===== src/rtl/flh_pkg.sv =====
// Shared constants and types for the flash bus host controller
package flh_pkg;

  // ==========================================================
  // Clock and pin timing
  localparam int CLK_PERIOD_NS = 20;
  // Worst-case chip-select access time of the slowest speed grade
  localparam int T_ACC_NS      = 150;
  // Write strobe low width and data hold after its rise
  localparam int T_WE_LOW_NS   = 50;
  localparam int T_WE_HOLD_NS  = 20;
  localparam int SYNC_STAGES   = 2;

  localparam int ACC_CYC  = (T_ACC_NS + CLK_PERIOD_NS - 1) / CLK_PERIOD_NS;
  localparam int WLO_CYC  = (T_WE_LOW_NS + CLK_PERIOD_NS - 1) / CLK_PERIOD_NS;
  localparam int WHO_CYC  = (T_WE_HOLD_NS + CLK_PERIOD_NS - 1) / CLK_PERIOD_NS;

  localparam int TMR_W = 8;
  // Read sample waits for access time plus the input synchroniser
  localparam logic [TMR_W-1:0] RD_WAIT_CYC = TMR_W'(ACC_CYC + SYNC_STAGES + 1);
  localparam logic [TMR_W-1:0] WE_LOW_CYC  = TMR_W'(WLO_CYC);
  localparam logic [TMR_W-1:0] WE_HOLD_CYC = TMR_W'(WHO_CYC);

  // ==========================================================
  // Address and data layout
  localparam int ADDR_W      = 19;
  localparam int DATA_W      = 8;
  localparam int SECT_MSB    = 18;
  localparam int SECT_LSB    = 16;
  localparam int ID_LOW_BIT  = 6;
  // Reset command byte, plain default
  localparam logic [DATA_W-1:0] RESET_CMD_BYTE = 8'hF0;

  // ==========================================================
  // Host operations and controller states
  typedef enum logic [1:0] {
    FLH_OP_READ,
    FLH_OP_WRITE,
    FLH_OP_ID_HV,
    FLH_OP_RESET
  } flh_op_t;

  typedef enum logic [2:0] {
    ST_IDLE,
    ST_READ,
    ST_WE_LOW,
    ST_WE_HIGH,
    ST_RECOVER
  } flh_state_t;

endpackage : flh_pkg


===== src/rtl/flh_tmr_if.sv =====
// Interface between the controller and its interval timer
`timescale 1ns/1ps
`default_nettype none
interface flh_tmr_if;
  import flh_pkg::*;
  logic             start;
  logic [TMR_W-1:0] cycles;
  logic             done;

  modport ctrl (output start, output cycles, input done);
  modport tmr  (input start, input cycles, output done);
endinterface : flh_tmr_if
`default_nettype wire


===== src/rtl/flh_host.sv =====
// Host-side bus controller driving a byte-wide sector-erase flash
`timescale 1ns/1ps
`default_nettype none
// Function
// - Read: select and gate low, strobe high
// - Write: strobe and select low, gate high
// - Wait full access time after selecting
// - Elevated bit 9, bit 6 low selects codes
// - Protect check: sector address, answer 1/0
// - Reset command leaves identification mode
module flh_host
  import flh_pkg::*;
(
  // Clock, reset, enable
  input  wire logic              i_clock,
  input  wire logic              i_rst_n,
  input  wire logic              i_clk_en,
  // Command port
  input  wire logic              i_req,
  input  wire logic [1:0]        i_op,
  input  wire logic [ADDR_W-1:0] i_addr,
  input  wire logic [DATA_W-1:0] i_wdata,
  output logic                   o_busy,
  output logic                   o_done,
  output logic [DATA_W-1:0]      o_rdata,
  // Flash pins
  output logic                   o_ce_n,
  output logic                   o_oe_n,
  output logic                   o_we_n,
  output logic [ADDR_W-1:0]      o_addr,
  output logic                   o_id_hv,
  input  wire logic [DATA_W-1:0] i_dq,
  output logic [DATA_W-1:0]      o_dq,
  output logic                   o_dq_oe
);

  flh_tmr_if tmr_if ();

  flh_timer u_timer (
    .i_clock  (i_clock),
    .i_rst_n  (i_rst_n),
    .i_clk_en (i_clk_en),
    .tmr      (tmr_if.tmr)
  );

  // ==========================================================
  // Data pin synchroniser
  logic [DATA_W-1:0] dq_meta_reg;
  logic [DATA_W-1:0] dq_sync_reg;

  always_ff @(posedge i_clock) begin
    if (!i_rst_n) begin
      dq_meta_reg <= '0;
      dq_sync_reg <= '0;
    end else if (i_clk_en) begin
      dq_meta_reg <= i_dq;
      dq_sync_reg <= dq_meta_reg;
    end
  end

  // ==========================================================
  // Bus sequencer
  flh_state_t        state_reg,  state_next;
  logic              ce_n_reg,   ce_n_next;
  logic              oe_n_reg,   oe_n_next;
  logic              we_n_reg,   we_n_next;
  logic              hv_reg,     hv_next;
  logic              dq_oe_reg,  dq_oe_next;
  logic              busy_reg,   busy_next;
  logic              done_reg,   done_next;
  logic [ADDR_W-1:0] addr_reg,   addr_next;
  logic [DATA_W-1:0] dq_reg,     dq_next;
  logic [DATA_W-1:0] rdata_reg,  rdata_next;
  flh_op_t           op;

  assign op = flh_op_t'(i_op);

  always_comb begin
    state_next    = state_reg;
    ce_n_next     = ce_n_reg;
    oe_n_next     = oe_n_reg;
    we_n_next     = we_n_reg;
    hv_next       = hv_reg;
    dq_oe_next    = dq_oe_reg;
    busy_next     = busy_reg;
    done_next     = 1'b0;
    addr_next     = addr_reg;
    dq_next       = dq_reg;
    rdata_next    = rdata_reg;
    tmr_if.start  = 1'b0;
    tmr_if.cycles = RD_WAIT_CYC;
    case (state_reg)
      ST_IDLE: begin
        if (i_req) begin
          busy_next = 1'b1;
          // Sector index rides on top address bits
          addr_next = i_addr;
          ce_n_next = 1'b0;
          if (op == FLH_OP_READ || op == FLH_OP_ID_HV) begin
            oe_n_next    = 1'b0;
            tmr_if.start = 1'b1;
            state_next   = ST_READ;
            if (op == FLH_OP_ID_HV) begin
              // Elevated bit 9 with bit 6 low
              hv_next               = 1'b1;
              // Sector bits kept for protect check
              addr_next[ID_LOW_BIT] = 1'b0;
            end
          end else begin
            // Address set up with gate high first
            oe_n_next  = 1'b1;
            dq_next    = (op == FLH_OP_RESET) ? RESET_CMD_BYTE : i_wdata;
            state_next = ST_WE_LOW;
          end
        end
      end
      ST_READ: begin
        // Sample only after access time and sync
        if (tmr_if.done) begin
          rdata_next = dq_sync_reg;
          ce_n_next  = 1'b1;
          oe_n_next  = 1'b1;
          hv_next    = 1'b0;
          done_next  = 1'b1;
          state_next = ST_RECOVER;
        end
      end
      ST_WE_LOW: begin
        // Strobe falls after address is stable
        if (we_n_reg) begin
          we_n_next     = 1'b0;
          dq_oe_next    = 1'b1;
          tmr_if.start  = 1'b1;
          tmr_if.cycles = WE_LOW_CYC;
        end else if (tmr_if.done) begin
          // Data held past the strobe rise
          we_n_next     = 1'b1;
          tmr_if.start  = 1'b1;
          tmr_if.cycles = WE_HOLD_CYC;
          state_next    = ST_WE_HIGH;
        end
      end
      ST_WE_HIGH: begin
        if (tmr_if.done) begin
          ce_n_next  = 1'b1;
          dq_oe_next = 1'b0;
          done_next  = 1'b1;
          state_next = ST_RECOVER;
        end
      end
      ST_RECOVER: begin
        // One cycle of standby keeps drivers from overlapping
        busy_next  = 1'b0;
        state_next = ST_IDLE;
      end
      default: begin
        state_next = ST_IDLE;
      end
    endcase
  end

  always_ff @(posedge i_clock) begin
    if (!i_rst_n) begin
      // Pins idle deselected; device sits in array-read
      state_reg <= ST_IDLE;
      ce_n_reg  <= 1'b1;
      oe_n_reg  <= 1'b1;
      we_n_reg  <= 1'b1;
      hv_reg    <= 1'b0;
      dq_oe_reg <= 1'b0;
      busy_reg  <= 1'b0;
      done_reg  <= 1'b0;
      addr_reg  <= '0;
      dq_reg    <= '0;
      rdata_reg <= '0;
    end else if (i_clk_en) begin
      state_reg <= state_next;
      ce_n_reg  <= ce_n_next;
      oe_n_reg  <= oe_n_next;
      we_n_reg  <= we_n_next;
      hv_reg    <= hv_next;
      dq_oe_reg <= dq_oe_next;
      busy_reg  <= busy_next;
      done_reg  <= done_next;
      addr_reg  <= addr_next;
      dq_reg    <= dq_next;
      rdata_reg <= rdata_next;
    end
  end

  assign o_ce_n  = ce_n_reg;
  assign o_oe_n  = oe_n_reg;
  assign o_we_n  = we_n_reg;
  assign o_id_hv = hv_reg;
  assign o_dq_oe = dq_oe_reg;
  assign o_busy  = busy_reg;
  assign o_done  = done_reg;
  assign o_addr  = addr_reg;
  assign o_dq    = dq_reg;
  assign o_rdata = rdata_reg;

  // ==========================================================
  // Checks
  logic [TMR_W-1:0] sel_cnt_reg;

  always_ff @(posedge i_clock) begin
    if (!i_rst_n || o_ce_n) begin
      sel_cnt_reg <= '0;
    end else if (i_clk_en && sel_cnt_reg != '1) begin
      sel_cnt_reg <= sel_cnt_reg + TMR_W'(1);
    end
  end
endmodule : flh_host
`default_nettype wire


===== src/rtl/flh_timer.sv =====
// Interval timer: done pulses a set number of cycles after start
`timescale 1ns/1ps
`default_nettype none
module flh_timer
  import flh_pkg::*;
(
  // Clock and control
  input  wire logic i_clock,
  input  wire logic i_rst_n,
  input  wire logic i_clk_en,
  // Timer channel
  flh_tmr_if.tmr    tmr
);

  logic [TMR_W-1:0] cnt_reg;
  logic [TMR_W-1:0] cnt_next;
  logic             done_reg;
  logic             done_next;

  // ==========================================================
  // Count down
  always_comb begin
    cnt_next  = cnt_reg;
    done_next = 1'b0;
    if (tmr.start) begin
      cnt_next = tmr.cycles;
    end else if (cnt_reg != '0) begin
      cnt_next  = cnt_reg - TMR_W'(1);
      done_next = (cnt_reg == TMR_W'(1));
    end
  end

  always_ff @(posedge i_clock) begin
    if (!i_rst_n) begin
      cnt_reg  <= '0;
      done_reg <= 1'b0;
    end else if (i_clk_en) begin
      cnt_reg  <= cnt_next;
      done_reg <= done_next;
    end
  end

  assign tmr.done = done_reg;

endmodule : flh_timer
`default_nettype wire


===== config.mk =====
export PLATFORM = sky130hd
export DESIGN_NAME = flh_host
export DESIGN_NICKNAME = d
export VERILOG_FILES = /design/src/rtl/flh_pkg.sv /design/src/rtl/flh_tmr_if.sv /design/src/rtl/flh_host.sv /design/src/rtl/flh_timer.sv
export SDC_FILE = /design/constraint.sdc
export NUM_CORES = 1
export LEC_CHECK = 0
export ABC_CLOCK_PERIOD_IN_PS = 5700
export BUFFER_PORTS_ARGS = -buffer_cell sky130_fd_sc_hd__buf_2
export CAP_MARGIN = 10
export CORE_ASPECT_RATIO = 0.8
export CORE_UTILIZATION = 35
export DETAILED_ROUTE_END_ITERATION = 8
export PLACE_DENSITY = 0.54
export RECOVER_POWER = 100
export SLEW_MARGIN = 30
export SYNTH_ARGS = -nofsm -noshare
export SYNTH_HDL_FRONTEND = slang
export SYNTH_HIERARCHICAL = 1
export SYNTH_SLANG_ARGS = --single-unit
export TNS_END_PERCENT = 20

===== constraint.sdc =====
create_clock -name i_clock -period 5.7 [get_ports i_clock]
set_clock_uncertainty 0.2 [all_clocks]
set_input_delay 0.285 -clock i_clock [delete_from_list [all_inputs] [get_ports i_clock]]
set_output_delay 0.285 -clock i_clock [all_outputs]
set_load 0.05 [all_outputs]

Word level (Yosys, flattened, before mapping) --
Cells that the tools add are included.
Word-level totals: output and inout bits 42, bits of input ports 41, flip-flop bits (word level) 70, word-level logic and storage cells 92
Cells by class: equality and inequality tests 16, $add $sub $neg 1, reduce and logical (&&, ||, !) cells 21, multiplexer cells 38, bitwise gates (word level) 1
Operators by type and width (number):
- $mux W8 | 3
- $mux W1 | 20
- $reduce_and A4 Y1 | 4
- $mux W3 | 4
- $mux W4 | 3
- $pmux W1 S2 | 6
- $ne A2 B2 Y1 const B | 5
- $reduce_bool A2 Y1 | 5
- $pmux W3 S3 | 1
- $reduce_and A3 Y1 | 3
- $eq A8 B1 Y1 const B | 1
- $ne A2 B1 Y1 const B | 4
- $reduce_bool A8 Y1 | 1
- $sub A8 B1 Y8 const B | 1
- $eq A3 B2 Y1 const B | 2
- $reduce_and A6 Y1 | 1
- $reduce_and A5 Y1 | 1
- $eq A2 B2 Y1 const B | 2
- $reduce_and A2 Y1 | 2
- $eq A3 B1 Y1 const B | 1
- $eq A3 B3 Y1 const B | 1
- $logic_not A3 Y1 | 1
- $logic_not A2 Y1 | 1
- $mux W2 | 1
- other kinds (3) | 3

Logic depth before layout (Yosys ltp) --
word-level depth 7, gate-level depth with buffers 9, depth with buffers taken out 7

Hierarchy --
The synthesis kept the hierarchy.
Modules (own cells, without submodules):
- flh_host | area each 2618.8 um2, cells each 275, instances 1, sequential area each 1221.2 um2
- flh_timer | area each 618.1 um2, cells each 73, instances 1, sequential area each 180.2 um2

Worst setup path after synthesis --
Ideal clock, no wire load.
path kind flip-flop to flip-flop, from register state_reg[0], to register u_timer.cnt_reg[3], data required time 5385 ps, setup time 115 ps, path buffers 1, clock period less this slack 2331 ps, cell stages (with the launch flop) 9, setup slack 3369 ps, arrival 2016 ps, cells stage by stage dfxtp_1 buf_2 nor3_1 nand2b_1 o21ai_0 nor4_4 a31oi_4 o21ai_0 a31o_1
Between the ends: longest elaborated chain between the ends 4, elaborated cells between the ends (all ways) 7, those cells by class eq/ne (1); mux (3); reduce/logical (3)
RTL lines:
- start, declared | line flh_host.sv:63 | flh_state_t state_reg, state_next;
- start signal, assigned | line flh_host.sv:177 | state_reg <= state_next;
- $eq A3 B2 Y1 or $logic_not A3 Y1 (tied branches) | line flh_host.sv:92 | case (state_reg)
- $pmux W1 S2 * | line flh_host.sv:92
- net tmr_if.start | line flh_tmr_if.sv:6 | logic start;
- $reduce_bool A2 Y1 (no line)
- $reduce_and A2 Y1 (no line)
- end signal, assigned | line flh_timer.sv:38 | cnt_reg <= cnt_next;
- end, declared | line flh_timer.sv:15 | logic [TMR_W-1:0] cnt_reg;
Mark *: on every way through the listed nets, which the timed path passes. The rest lies on a longest branch. A chain may end at the register's enable or synchronous reset.

Worst setup path after layout --
from input i_clk_en, to register u_timer.cnt_reg[3]
Between the ends: longest elaborated chain between the ends 1
RTL lines:
- start, declared | line flh_host.sv:17 | input wire logic i_clk_en,
- $reduce_and A2 Y1 (no line)
No other way between the ends.

==> run metrics <==
status=finished, violations left; failing checks=capacitance limit, slew limit; CTS Sinks=70; FF+latch count, synth=70; Yosys warnings=6; critical path peak fanout=38; Die Area=9639 µm²; crit path capture=u_timer/cnt_reg[3]; synthesized cell area=3237 µm²; Detail Placement HPWL=4956 µm; htree depth=3; Max Cap Viol=1; syn_area_per_cell=9.301 µm²; Iteration-0 DRC Markers=160; most area-hungry cell type in the Yosys netlist=dfxtp_1; Max-Slew Margin vs Limit=-34.77%; worst path arrival time=3.20 ns; RePlAce Congestion=0.7460; Area growth, synth to finish=20.37%; Peak Freq=around 0.31 GHz; Synth async-reset ratio=0%; vias in the first global route=2577; Worst R2R Path Depth=8; GRT Util Overall=16.33%; hold_ws=0.01319 ns; DRT Wirelength=7670 µm; clock period minus final worst setup slack=3.184 ns; Synth Flop Type=dfxtp_1; R2R Path Start=state_reg[1]; root buffer cell=clkbuf_16; Stages on worst setup path=5; Chip Width=109.5 µm; Setup violations, final=0; CP Class=in2reg; number of synthesized flops with an enable pin=0; vias per cell=5.109; CP peak stage delay=1.41 ns; Yosys cell types=49; synth top area cells=dfxtp_1, mux2i_1, o21ai_0, a21boi_0, nand3_1; Tcrit/Tclk final=55.86%; Clk pin slew, worst setup/hold paths=0.06 ns; commonest non-fill, non-tap cell in the layout=dfxtp_1; GRT Residual Overflow=0; largest net degree at the start of global routing=49; first-pass GRT wire length=12280 µm; # IOs=83; Yosys top cell area share=a little over two fifths; Die Height=88.02 µm; Critical Path RT=5.71 ns; max reg flops=19; vias=2759; setup bufs post-CTS=0; Hold Vio Cnt, Final=0; layout cells sized above 1=between 10% and 20%; setup TNS=0 ns; Critical Path, Cell by Cell=clkbuf_1 > inv_1 > a31oi_1 > o21ai_0 > a31o_1; diode count=0; post-CTS resize count=0; cell family with most CP delay=buffers and inverters; nets=~470; routed wire length per instance=14.20 µm; later-pin clock latency in the skew report=0.33 ns; most frequent cells in the layout=dfxtp_1, clkbuf_1, o21ai_0; Crit. Startpoint=i_clk_en; drt first pass iters=4; RSZ-0062 raised after global routing=no; Cells after Synth=between 300 and 400; number of buffers created by CTS=9; sequential fraction of the synthesis area=roughly 43%; DRC errors left=0; Port Buffers=roughly 80; CTS tree=yes; Worst setup EP type=flop; initial antenna violation count=0; deepest clock path buffer count=2; CTS Hold Buffers Added=2; Final Max Slew Viols=39; core area=8708 µm²; hold crit path type=in2reg; Worst Tran Pin Value=around 2.0 ns; Worst Path Buf+Inv=2; CP startpoint kind=primary input; Leakage=about 1.5 nW; flop-to-flop setup slack=2.80 ns; FF-to-FF End=u_timer/cnt_reg[3]; PwrDens=352.8 nW/µm²; Initial Utilization=between 30% and 40%; slowest cell on the critical path=clkbuf_1; # rows=30; Antenna Nets Post-Route=0; worst vdd rail ir drop=0.1600 mV
logic make-up (layout without fill, tap and decap cells):
group,Yosys count,after routing,synth area share (%)
AND/OR/NAND/NOR,111,111,19.98
AO/OA/AOI/OAI,105,105,21.92
flip-flops,70,70,43.29
buffers and inverters,32,108,5.759
multiplexers,26,26,8.040
adder cells (fa/ha/maj),2,2,0.7730
other,2,6,0.2320
stage by stage:
stage | power, mW | setup WS, ns | cells | cell area [µm²] | util [%]
after detailed placement | 0.8224 | 3.156 | 522 | 3661 | 42.04
after global routing | 1.439 | 2.178 | 540 | 3896 | 44.74
final | 1.375 | 2.516 | 540 | 3896 | 44.74
after global placement | 0.8192 | 3.245 | 522 | 3661 | 42.04
after floorplan | 0.7617 | 3.369 | 352 | 3252 | -
after CTS | 1.402 | 3.128 | 540 | 3988 | 45.79
worst min-delay path by stage:
stage | from | to | slack, ns | cells after the start
4_1_cts | i_addr[8] | o_addr[8] | 0.003 | 3
5_1_grt | i_addr[18] | o_addr[18] | 0.02 | 3
3_3_place_gp | o_dq[6] | o_dq[6] | 0.24 | 2
2_1_floorplan | i_addr[10] | o_addr[10] | 0.23 | 2
6_report | i_dq[3] | dq_meta_reg[3] | 0.01 | 3
3_5_place_dp | o_dq[2] | o_dq[2] | 0.25 | 2
cell usage after synthesis (all sizes together) (3+ instances only):
| cell | instances |
|---|---|
| buf | 17 |
| inv | 4 |
| nor3 | 4 |
| a22oi | 4 |
| nor3b | 4 |
| nand3b | 6 |
| nor2 | 5 |
| a21boi | 32 |
| nand3 | 28 |
| dfxtp | 70 |
| o21ai | 47 |
| a21oi | 3 |
| nand2 | 24 |
| and3 | 3 |
| nand2b | 8 |
| clkbuf | 11 |
| nor2b | 20 |
| mux2i | 26 |
power by group:
| group | switching, mW | internal [mW] |
|---|---|---|
| logic | 0.155 | 0.0939 |
| registers | 0.0308 | 0.521 |
| clock network | 0.221 | 0.353 |
worst reg2reg max path, delay by kind of cell, from the launching register on:
kind                   cells  cell delay, ns
and+or+nand+nor            2            0.42
buffers and inverters      1            0.26
AOI/OAI and AO/OA          5            1.40
DFF                        1            0.52
layout make-up:
class | count | area, µm²
timing repair buffer | 88 | 402.9
clock inverter | 6 | 67.56
clock buffer | 10 | 239.0
sequential | 70 | 1401
inverter | 4 | 15.01
fill | 908 | 4812
multi-input combinational | 250 | 1630
tap | 112 | 140.1
per-layer routing:
metal	wire length (µm)	share of wire (%)	vias to the layer above	track usage (%)
li1	-	-	1389	-
met1	3779	49	1310	21.23
met2	3491	46	54	26.59
met3	347	4.5	6	5.060
met4	51	0.66	0	3.758
met5	0	0	-	0
(Power assumes the default switching activity.)
